[src/voice_defines.svh]
// Purpose: Constants of the four-channel voice playback engine
// Assumes: 100 MHz ref_clk; register indices are our own map
// Notes: Included by the top module, the checker and the testbench
`ifndef VOICE_DEFINES_SVH
`define VOICE_DEFINES_SVH
`define CLK_PERIOD_PS 10000
`define PERIOD_STEP_PS 250000
`define STEP_CYCLES (((`PERIOD_STEP_PS) + (`CLK_PERIOD_PS) - 1) / (`CLK_PERIOD_PS))
`define MIN_RATE_HZ 4000
`define MAX_RATE_HZ 40000
`define MIN_PERIOD_STEPS 16'd100
`define MAX_PERIOD_STEPS 16'd1000
`define REG_VOLUME 4'h0
`define REG_MARK 4'h1
`define REG_STATUS 4'h2
`define REG_CTRL 4'h3
`define REG_CH_BASE 4'h4
`define CH_PERIOD 2'h0
`define CH_GAIN 2'h1
`define CH_LOOP 2'h2
`define CH_END 2'h3
`define VOL_RESET 4'h7
`define VOL_HALF_BIT 3
`define MARK_FLAG 8'h80
`define FIFO_DEPTH 8
`endif

[src/voice_pkg.sv]
// Purpose: Types of the voice playback engine
// Assumes: Constants come from voice_defines.svh
// Notes: Sample words carry a mark flag in bit 8
package voice_pkg;
    typedef logic [15:0] period_t;
    typedef logic [15:0] addr_t;
    typedef struct packed {
        logic mark;
        logic [7:0] data;
    } sample_s;
    typedef struct packed {
        logic [3:0] addr;
        logic [15:0] wdata;
        logic wr;
        logic rd;
    } reg_req_s;
endpackage : voice_pkg

[src/voice_playback.sv]
// Purpose: Four-channel voice playback engine with push-pull output
// Assumes: Sample memory answers a fetch in the next cycle
// Notes: Registers sit on a plain strobe port, read data one cycle later
// Summary of operation
// - Four independent rate counters, one per channel.
// - Channel 0 to 2 rates programmable between 4 kHz and 40 kHz; channel 3 has no period register and stays at 40 kHz.
// - Sampling period set in quarter-microsecond steps.
// - Channels 0 to 2 loop a set section in hardware without software; channel 3 has no loop registers and loops address 0 only.
// - Loop section may be any length the address space holds.
// - Event tags in wave data are reported to software.
// - Push-pull output has eight bits with the low bit zero.
// - Volume bits 2..0 pick eight levels, code seven loudest.
// - Volume bit three halves the output level.
// - Samples scaled by a six-bit by eight-bit multiplier.
// - Two mixers saturate at full scale rather than wrap.
// - Speaker driven differentially, positive and negative phase.
//
// Added by the designer: the plain strobed port and the address map.
`include "voice_defines.svh"
module voice_playback
    import voice_pkg::*;
#(
    parameter int CHANNELS = 4,
    parameter int STEP_CYC = `STEP_CYCLES
) (
    input wire logic ref_clk,
    input wire logic rst_b,
    input wire logic [3:0] reg_addr,
    input wire logic [15:0] reg_wdata,
    input wire logic reg_wr,
    input wire logic reg_rd,
    output logic [15:0] reg_rdata,
    output logic [CHANNELS-1:0] fetch_req,
    output logic [CHANNELS-1:0][15:0] fetch_addr,
    input wire logic [CHANNELS-1:0][8:0] fetch_data,
    output logic [7:0] speaker_drive_pos,
    output logic [7:0] speaker_drive_neg,
    output logic mark_pending
);
    localparam int SW = $clog2(STEP_CYC + 1);

    typedef struct packed {
        logic [SW-1:0] step;
        period_t cnt;
        period_t period;
        logic [5:0] gain;
        addr_t loop_start;
        addr_t loop_end;
        addr_t addr;
        logic [7:0] sample;
        logic run;
        logic repeat_on;
        logic fetch;
        // High while the memory shows the word asked for one cycle earlier
        logic take;
    } chan_s;

    typedef struct packed {
        chan_s [CHANNELS-1:0] ch;
        logic [3:0] output_level_register;
        logic [7:0] mark_code;
        logic mark_valid;
        logic mark_lost;
        logic [15:0] rdata;
        logic [7:0] pos;
        logic [7:0] neg;
        logic pace_out;
    } top_state_s;

    top_state_s st_q, st_d;

    // Register decode
    logic wr_ch_sel, rd_ch_sel;
    logic [1:0] ch_idx, ch_field;
    assign wr_ch_sel = reg_addr >= `REG_CH_BASE;
    assign rd_ch_sel = wr_ch_sel;
    assign ch_idx = reg_addr[3:2] - 2'd1;
    assign ch_field = reg_addr[1:0];

    // Per-channel scaled samples
    logic [CHANNELS-1:0][13:0] scaled;
    logic [CHANNELS-1:0] tick;
    genvar g;
    generate
        for (g = 0; g < CHANNELS; g++) begin : g_ch
            logic [13:0] prod;
            // Six-bit gain on eight-bit sample; top 8 bits kept
            assign prod = 14'(st_q.ch[g].sample) * 14'(st_q.ch[g].gain);
            assign scaled[g] = prod;
            assign tick[g] = st_q.ch[g].run
                && (st_q.ch[g].step == SW'(STEP_CYC - 1))
                && (st_q.ch[g].cnt == '0);
            assign fetch_req[g] = st_q.ch[g].fetch;
            assign fetch_addr[g] = st_q.ch[g].addr;
        end
    endgenerate

    // Two saturating mixers, channels 0+1 and 2+3, then a final saturating sum
    logic [8:0] mix_a, mix_b, mix_f;
    logic [7:0] sat_a, sat_b, mixed;
    assign mix_a = {1'b0, scaled[0][13:6]} + {1'b0, scaled[1][13:6]};
    assign mix_b = {1'b0, scaled[2][13:6]} + {1'b0, scaled[3][13:6]};
    assign sat_a = mix_a[8] ? 8'hff : mix_a[7:0];
    assign sat_b = mix_b[8] ? 8'hff : mix_b[7:0];
    assign mix_f = {1'b0, sat_a} + {1'b0, sat_b};
    assign mixed = mix_f[8] ? 8'hff : mix_f[7:0];

    // Volume: eight levels by right shift, bit three halves once more
    // A shift of eight mutes fully; steps are 6 dB, not a fine taper
    logic [7:0] vol_out;
    logic [3:0] shamt;
    always_comb begin
        shamt = {1'b0, 3'd7 - st_q.output_level_register[2:0]};
        if (st_q.output_level_register[`VOL_HALF_BIT]) begin
            shamt = shamt + 4'd1;
        end
        vol_out = mixed >> shamt;
    end

    // Output FIFO: mixed samples enter on any channel tick, drain on pace
    // Coinciding ticks of several channels push only one mixed word
    logic fifo_in_ready, fifo_out_valid;
    logic [7:0] fifo_out_data;
    logic any_tick;
    assign any_tick = |tick;

    voice_fifo #(
        .WIDTH(8),
        .DEPTH(`FIFO_DEPTH)
    ) u_fifo (
        .ref_clk(ref_clk),
        .rst_b(rst_b),
        .in_valid(any_tick),
        .in_ready(fifo_in_ready),
        .in_data(vol_out),
        .out_valid(fifo_out_valid),
        .out_ready(st_q.pace_out),
        .out_data(fifo_out_data)
    );

    always_comb begin
        st_d = st_q;
        st_d.pace_out = 1'b0;
        for (int i = 0; i < CHANNELS; i++) begin
            st_d.ch[i].fetch = 1'b0;
            // Memory answers one cycle after the request, so look then
            st_d.ch[i].take = st_q.ch[i].fetch;
            if (st_q.ch[i].run) begin
                // Quarter-microsecond prescaler per channel
                if (st_q.ch[i].step == SW'(STEP_CYC - 1)) begin
                    st_d.ch[i].step = '0;
                    if (st_q.ch[i].cnt == '0) begin
                        st_d.ch[i].cnt = st_q.ch[i].period - 1'b1;
                    end else begin
                        st_d.ch[i].cnt = st_q.ch[i].cnt - 1'b1;
                    end
                end else begin
                    st_d.ch[i].step = st_q.ch[i].step + 1'b1;
                end
            end
            // A full FIFO holds each ticking channel at its tick so samples are never dropped
            if (tick[i] && fifo_in_ready) begin
                st_d.ch[i].fetch = 1'b1;
                if (st_q.ch[i].addr == st_q.ch[i].loop_end) begin
                    if (st_q.ch[i].repeat_on) begin
                        st_d.ch[i].addr = st_q.ch[i].loop_start;
                    end else begin
                        st_d.ch[i].run = 1'b0;
                        st_d.ch[i].fetch = 1'b0;
                    end
                end else begin
                    st_d.ch[i].addr = st_q.ch[i].addr + 1'b1;
                end
            end else if (tick[i]) begin
                st_d.ch[i].step = st_q.ch[i].step;
                st_d.ch[i].cnt = st_q.ch[i].cnt;
            end
            if (st_q.ch[i].take) begin
                if (fetch_data[i][8]) begin
                    // Tag words carry a code, not audio; the sample holds
                    if (st_q.mark_valid) begin
                        st_d.mark_lost = 1'b1;
                    end
                    st_d.mark_code = fetch_data[i][7:0];
                    st_d.mark_valid = 1'b1;
                end else begin
                    st_d.ch[i].sample = fetch_data[i][7:0];
                end
            end
        end
        if (any_tick) begin
            st_d.pace_out = 1'b1;
        end

        st_d.rdata = '0;
        if (reg_rd) begin
            if (rd_ch_sel) begin
                case (ch_field)
                    `CH_PERIOD: st_d.rdata = st_q.ch[ch_idx].period;
                    `CH_GAIN: st_d.rdata = {10'h000, st_q.ch[ch_idx].gain};
                    `CH_LOOP: st_d.rdata = st_q.ch[ch_idx].loop_start;
                    default: st_d.rdata = st_q.ch[ch_idx].loop_end;
                endcase
            end else begin
                case (reg_addr)
                    `REG_VOLUME:
                        st_d.rdata = {12'h000, st_q.output_level_register};
                    `REG_MARK: begin
                        st_d.rdata = {7'h00, st_q.mark_valid,
                            st_q.mark_code};
                        st_d.mark_valid = 1'b0;
                        st_d.mark_lost = 1'b0;
                    end
                    `REG_STATUS: begin
                        st_d.rdata = 16'h0000;
                        for (int i = 0; i < CHANNELS; i++) begin
                            st_d.rdata[i] = st_q.ch[i].run;
                        end
                        st_d.rdata[8] = st_q.mark_lost;
                    end
                    default: st_d.rdata = 16'h0000;
                endcase
            end
            // A tag fetched in the clearing cycle survives the clear
            for (int i = 0; i < CHANNELS; i++) begin
                if (st_q.ch[i].take && fetch_data[i][8]) begin
                    st_d.mark_valid = 1'b1;
                end
            end
        end

        if (reg_wr) begin
            if (wr_ch_sel) begin
                case (ch_field)
                    `CH_PERIOD: begin
                        // Clamp keeps the rate within 4 kHz..40 kHz
                        if (reg_wdata < `MIN_PERIOD_STEPS) begin
                            st_d.ch[ch_idx].period = `MIN_PERIOD_STEPS;
                        end else if (reg_wdata > `MAX_PERIOD_STEPS) begin
                            st_d.ch[ch_idx].period = `MAX_PERIOD_STEPS;
                        end else begin
                            st_d.ch[ch_idx].period = reg_wdata;
                        end
                    end
                    `CH_GAIN: st_d.ch[ch_idx].gain = reg_wdata[5:0];
                    `CH_LOOP: st_d.ch[ch_idx].loop_start = reg_wdata;
                    default: st_d.ch[ch_idx].loop_end = reg_wdata;
                endcase
            end else if (reg_addr == `REG_VOLUME) begin
                st_d.output_level_register = reg_wdata[3:0];
            end else if (reg_addr == `REG_CTRL) begin
                for (int i = 0; i < CHANNELS; i++) begin
                    if (reg_wdata[i] && !st_q.ch[i].run) begin
                        st_d.ch[i].run = 1'b1;
                        st_d.ch[i].addr = st_q.ch[i].loop_start;
                        st_d.ch[i].cnt = st_q.ch[i].period - 1'b1;
                        st_d.ch[i].step = '0;
                    end else if (!reg_wdata[i]) begin
                        st_d.ch[i].run = 1'b0;
                    end
                    st_d.ch[i].repeat_on = reg_wdata[i+4];
                end
            end
        end

        if (fifo_out_valid && st_q.pace_out) begin
            st_d.pos = {fifo_out_data[7:1], 1'b0};
            st_d.neg = ~{fifo_out_data[7:1], 1'b1};
        end
    end

    always_ff @(posedge ref_clk or negedge rst_b) begin
        if (!rst_b) begin
            st_q <= '0;
            st_q.output_level_register <= `VOL_RESET;
            for (int i = 0; i < CHANNELS; i++) begin
                st_q.ch[i].period <= `MIN_PERIOD_STEPS;
            end
            st_q.neg <= 8'hfe;
        end else begin
            st_q <= st_d;
        end
    end

    assign reg_rdata = st_q.rdata;
    assign speaker_drive_pos = st_q.pos;
    assign speaker_drive_neg = st_q.neg;
    assign mark_pending = st_q.mark_valid;
endmodule : voice_playback

[src/voice_fifo.sv]
// Purpose: Parameterised FIFO holding mixed output samples
// Assumes: Single clock, asynchronous active-low reset
// Notes: Full and empty are exact; no write when full, no read when empty
module voice_fifo #(
    parameter int WIDTH = 8,
    parameter int DEPTH = 8
) (
    input wire logic ref_clk,
    input wire logic rst_b,
    input wire logic in_valid,
    output logic in_ready,
    input wire logic [WIDTH-1:0] in_data,
    output logic out_valid,
    input wire logic out_ready,
    output logic [WIDTH-1:0] out_data
);
    localparam int AW = $clog2(DEPTH);
    typedef struct packed {
        logic [DEPTH-1:0][WIDTH-1:0] mem;
        logic [AW-1:0] wp;
        logic [AW-1:0] rp;
        logic [AW:0] cnt;
    } fifo_state_s;
    fifo_state_s st_q, st_d;
    logic do_wr, do_rd;

    assign in_ready = (st_q.cnt != (AW+1)'(DEPTH));
    assign out_valid = (st_q.cnt != '0);
    assign out_data = st_q.mem[st_q.rp];
    assign do_wr = in_valid && in_ready;
    assign do_rd = out_valid && out_ready;

    always_comb begin
        st_d = st_q;
        if (do_wr) begin
            st_d.mem[st_q.wp] = in_data;
            st_d.wp = (st_q.wp == AW'(DEPTH-1)) ? '0 : st_q.wp + 1'b1;
        end
        if (do_rd) begin
            st_d.rp = (st_q.rp == AW'(DEPTH-1)) ? '0 : st_q.rp + 1'b1;
        end
        case ({do_wr, do_rd})
            2'b10: st_d.cnt = st_q.cnt + 1'b1;
            2'b01: st_d.cnt = st_q.cnt - 1'b1;
            default: st_d.cnt = st_q.cnt;
        endcase
    end

    always_ff @(posedge ref_clk or negedge rst_b) begin
        if (!rst_b) begin
            st_q <= '0;
        end else begin
            st_q <= st_d;
        end
    end
endmodule : voice_fifo

[config.mk]
export PLATFORM = sky130hd
export DESIGN_NAME = voice_playback
export DESIGN_NICKNAME = d
export VERILOG_FILES = /design/src/voice_pkg.sv /design/src/voice_playback.sv /design/src/voice_fifo.sv
export VERILOG_INCLUDE_DIRS = /design/src /design/src/src
export SDC_FILE = /design/constraint.sdc
export NUM_CORES = 2
export LEC_CHECK = 0
export BUFFER_PORTS_ARGS = -buffer_cell sky130_fd_sc_hd__buf_2
export CELL_PAD_IN_SITES_DETAIL_PLACEMENT = 0
export CELL_PAD_IN_SITES_GLOBAL_PLACEMENT = 1
export CORE_MARGIN = 8
export CORE_UTILIZATION = 50
export CTS_CLUSTER_DIAMETER = 200
export DETAILED_ROUTE_END_ITERATION = 6
export MAX_ROUTING_LAYER = met4
export PLACE_DENSITY_LB_ADDON = 0.1
export RECOVER_POWER = 50
export SYNTH_ARGS = -nofsm -noshare
export SYNTH_HDL_FRONTEND = slang
export SYNTH_HIERARCHICAL = 1
export SYNTH_SLANG_ARGS = --single-unit
export TNS_END_PERCENT = 20
[constraint.sdc]
create_clock -name ref_clk -period 8.3 [get_ports ref_clk]
set_input_delay 0.83 -clock ref_clk [delete_from_list [all_inputs] [get_ports ref_clk]]
set_output_delay 0.83 -clock ref_clk [all_outputs]
set_load 0.02 [all_outputs]
### Yosys cells after proc, flatten, opt, wreduce, memory -nomap -nowiden

Cells that the tools add are included.

* output and inout bits: 101
* memories: 0
* flip-flop bits (word level): 532
* ROM bits: 0
* latch bits: 0
* RAM bits: 0

* $add $sub $neg: 26
* eq/ne operators: 19
* bitwise logic cells: 2
* reductions and logical operators: 41
* order comparisons: 8
* mux-type cells: 189
* $mul: 4
* divide/modulo/power cells: 0
* shift-type cells: 1

Operators with widths (count)
* 412-bit bitwise mux: 6
* 412-bit case mux with 3 select lines: 1
* 103-bit demux with 2-bit select: 4
* 412-bit 2-to-1 mux: 2
* 16-bit 2-to-1 mux: 37
* 21-bit 2-to-1 mux: 28
* 416-bit 2-to-1 mux: 1
* 54-bit 2-to-1 mux: 4
* 103-bit binary-select mux with 2-bit select: 1
* 82-bit 2-to-1 mux: 2
* 8-bit 2-to-1 mux: 17
* 16-bit by 1-bit subtractor with 16-bit output (second input constant): 8
* 10-bit 2-to-1 mux: 8
* 66-bit 2-to-1 mux: 1
* 16-bit by 1-bit adder with 16-bit output (second input constant): 4
* 64-bit bitwise mux: 1
* 16-bit equality test: 4
* 16-bit logical NOT: 4
* 60-bit 2-to-1 mux: 1
* 8-bit by 6-bit multiplier with 14-bit output: 4
* 16-bit case mux with 3 select lines: 1
* 44-bit 2-to-1 mux: 1
* 1-bit 2-to-1 mux: 41
* 2-bit 2-to-1 mux: 18
* other kinds (43): 91

### Depth between registers and ports, before layout

* depth in word-level cells: 19
* gate-level depth with buffers: 32
* depth with buffers taken out: 31

### Cells and area by module

Netlist, hierarchy kept.

Modules (own cells, without submodules)
* voice_playback: times used 1, area an instance 31617.8 um^2, cells an instance 3287, seq. area each 11463.5 um^2
* voice_fifo: times used 1, area an instance 3681.0 um^2, cells an instance 230, seq. area each 1851.8 um^2

### Worst setup path after synthesis

No wires, ideal clock.

* path type: register -> register
* from: reg st_q[159] (netlist name)
* to: reg u_fifo/st_q[12] (netlist name)
* data arrival time: 7.354 ns
* clock period less this slack: 7.481 ns
* stages on the path, launching flop included: 30
* path slack: 0.819 ns
* data required time: 8.173 ns
* cell sequence: dfrtp_1 > and2_1 > fa_1 > inv_1 > fa_1 > inv_1 > fa_1 > ha_1 > nand4_1 > o21ai_0 > xor2_1 > ha_1 > fa_1 > a21o_1 > a21oi_1 > o21bai_1 > a21oi_1 > nor2_1 > a211oi_1 > nand2b_1 > ha_1 > fa_1 > a211oi_1 > o21bai_1 > a211o_1 > a211oi_1 > a211oi_1 > a31oi_1 > a21oi_1 > mux2_1

* longest elaborated chain between the ends: 7

RTL lines
* from (decl): line voice_playback.sv:70 `top_state_s st_q, st_d;`
* from (signal assigned): line voice_playback.sv:281 `st_q <= st_d;`
* 8-bit by 6-bit multiplier with 14-bit output: line voice_playback.sv:88 `assign prod = 14'(st_q.ch[g].sample) * 14'(st_q.ch[g].gain);`
* 8-bit by 8-bit adder with 9-bit output: line voice_playback.sv:101 `assign mix_a = {1'b0, scaled[0][13:6]} + {1'b0, scaled[1][13:6]};`
* 8-bit 2-to-1 mux: line voice_playback.sv:103 `assign sat_a = mix_a[8] ? 8'hff : mix_a[7:0];`
* 8-bit by 8-bit adder with 9-bit output: line voice_playback.sv:105 `assign mix_f = {1'b0, sat_a} + {1'b0, sat_b};`
* 8-bit 2-to-1 mux: line voice_playback.sv:106 `assign mixed = mix_f[8] ? 8'hff : mix_f[7:0];`
* 8-bit by 4-bit >> shifter with 8-bit output: line voice_playback.sv:117 `vol_out = mixed >> shamt;`
* net vol_out[2]: line voice_playback.sv:110 `logic [7:0] vol_out;`
* 64-bit bitwise mux: line voice_fifo.sv:36 `st_d.mem[st_q.wp] = in_data;`
* to (signal assigned): line voice_fifo.sv:53 `st_q <= st_d;`
* to (decl): line voice_fifo.sv:24 `fifo_state_s st_q, st_d;`

The timed path passes the listed nets, and every way through them passes these cells.
A chain may end at the register's enable or synchronous reset.

### Final worst setup path

* from: reg st_q[157] (netlist name)
* to: reg u_fifo/st_q[44] (netlist name)

The elaborated chain is that of the path after synthesis.

==> summary.md <==
| Metric | Value |
|---|---|
| Violated checks | `max-capacitance violations, max-slew violations` |
| Clock-pin slew on the worst setup and hold paths | `60 ps` |
| Top delay family on crit path | `adder cells` |
| MaxCap Viol Count | `6` |
| Slew Viols, Final | `560` |
| Post-route DRC | `0` |
| Layout cells sized above 1 | `0.192` |
| CP bufs+invs | `4` |
| Slowest CP cell | `fa_1` |
| Wire per inst | `24.8 µm` |
| WS Path Type | `reg -> reg` |
| Initial antenna violation count | `6` |
| Sw Share | `0.319` |
| Core Util, Final | `0.542` |
| Hold WS | `372 ps` |
| Gp weighted congestion | `0.921` |
| GRT Util Overall | `0.286` |
| Mean area per synthesized cell | `10.0 µm²` |
| Worst-Skew Late Latency | `660 ps` |
| CTS tree | `done` |
| Peak supply drop | `0.000180 V` |
| Busiest grt layer | `met2` |
| Core footprint | `69500 µm²` |
| Slew @ Worst Pin | `4340 ps` |
| Comb power frac | `0.179` |
| DR vias | `26831` |
| Final ANT Viol Nets | `0` |
| DP Area | `35600 µm²` |
| RSZ-0062 raised after global routing | `no` |
| Slew HR | `-1.89` |
| Ys Warns | `6` |
| Fin crit period | `7820 ps` |
| Fin area | `37700 µm²` |
| Vias in the first global route | `27035` |
| Router iterations before antenna repair | `6` |
| Clock skew | `58.4 ps` |
| Crit share post-route | `0.942` |
| Clk buf depth | `3` |
| Area growth syn-to-layout | `8.03%` |
| Arrival time worst endpoint | `8320 ps` |
| Num CTS Buffers | `60` |
| DIE HEIGHT | `280 µm` |
| Hold_buf cts | `0` |
| Final #Nets | `3720` |
| Crit-path max FO | `8` |
| Final Hold Vio Count | `0` |
| CTS sink cnt | `523` |
| Sw power | `2430 µW` |
| Internal Power | `5200 µW` |
| DR vias/cell | `6.07` |
| Row Count | `97` |
| Critical Path Sink Type | `register` |
| Mapped Cells | `3492` |
| Sequential group share of total power | `0.450` |
| Detailed Route WL | `110 mm` |
| LEAKAGE | `0.0174 µW` |
| Drt initial violations | `2492` |
| GR Util met3 | `0.0401` |
| CP required | `8800 ps` |
| Clock power share | `0.371` |
| Setup TNS | `0 ps` |
| Worst Hold Class | `reg -> reg` |
| Initial Util | `0.502` |
| H-tree levels | `2` |
| M2 GR Usage | `0.441` |
| Root buffer cell | `clkbuf_16` |
| IO Port Bufs | `158` |
| Die Width | `280 µm` |
| Highest clock rate | `128 MHz` |
| CP max stage delay | `530 ps` |
| Die area | `78500 µm²` |
| PwrDens | `202 nW/µm²` |
| M1 GR Usage | `0.386` |
| Worst Setup Start Kind | `register` |
| DP Wirelength | `83.3 mm` |
| Pin count of the biggest net entering global routing | `168` |
| First-pass GRT wire length | `169 mm` |
| I/O pin count | `161` |
| Status | `complete, but fails checks` |
| Setup-failing EPs final | `0` |
| Area of the mapped netlist | `34900 µm²` |
| Total grt overflow | `0` |
-- repair_timing --
action,in CTS,in global routing
resized for setup,0,11
setup endpoints to repair,0,56
setup buffers,0,0
-- registers in the layout, indices dropped and copies added, names as in the netlist --
| name | flops |
|---|---|
| u_fifo/st_q | 66 |
| speaker_drive_neg | 7 |
| mark_pending | 1 |
| fetch_addr | 64 |
| st_q | 358 |
| speaker_drive_pos | 7 |
| fetch_req | 4 |
| reg_rdata | 16 |
-- worst paths after layout --
| kind | start | endpoint | slack [ps] | cells after the start |
|---|---|---|---|---|
| worst max register to register | st_q[157] | u_fifo/st_q[44] | 480 | 30 |
| worst min-delay path | fetch_req[1] | st_q[150] | 370 | 0 |
| worst max-delay path | st_q[157] | u_fifo/st_q[44] | 480 | 30 |
| worst min register to register | fetch_req[1] | st_q[150] | 370 | 0 |
| min in group asynchronous | rst_b | fetch_addr[51] | 880 | 1 |
| max in group asynchronous | rst_b | st_q[303] | 2280 | 2 |
-- worst reg2reg max path: cells and delay by family (launching register included) --
kind	cells	cell delay (ps)
compound gates	12	2490
xor+xnor	2	240
fa+ha+maj	7	2930
buf+inv	4	480
flops	1	470
mux	1	350
simple gates	4	680
-- layout by cell type, fill, tap and decap left out, types with 99 or more instances in the layout --
cell / n
o21ai_0: 176
nor2_1: 186
inv_1: 173
buf_2: 156
ha_1: 131
mux2_2: 216
fa_1: 99
and2_1: 166
nand2_1: 302
a21oi_1: 126
dfrtp_1: 501
-- per-layer routing --
metal / up-vias / wire length, µm
met5: - / 0
met4: 0 / 4450
met3: 182 / 6910
met2: 907 / 50900
met1: 13572 / 47400
li1: 12170 / -
-- area by class of cell --
| type | count | area (µm²) |
|---|---|---|
| well taps | 940 | 1180 |
| flip-flops and latches | 523 | 13100 |
| fillers | 6169 | 31800 |
| clock buffers | 88 | 1770 |
| diodes | 3 | 7.51 |
| multi-input cells | 2469 | 19600 |
| clock inverters | 25 | 357 |
| repair buffers | 201 | 1090 |
| inverters | 174 | 653 |
-- power by group through the flow --
| stage | clock (µW) | combinational (µW) | sequential (µW) |
|---|---|---|---|
| 5_1_grt | 2980 | 1510 | 3490 |
| 3_3_place_gp | 0 | 1320 | 3440 |
| 3_5_place_dp | 0 | 1360 | 3470 |
| 2_1_floorplan | 0 | 1080 | 3200 |
| 6_report | 2830 | 1370 | 3440 |
| 4_1_cts | 2880 | 1370 | 3420 |
-- through the flow --
stage          setup WS (ps)  cells  total power [µW]
2_1_floorplan            881   3493              4280
3_3_place_gp             320   4307              4770
4_1_cts                  166   4420              7670
5_1_grt                 12.8   4422              7980
6_report                 480   4423              7640
3_5_place_dp             175   4307              4820
(Power assumes the default switching activity.)
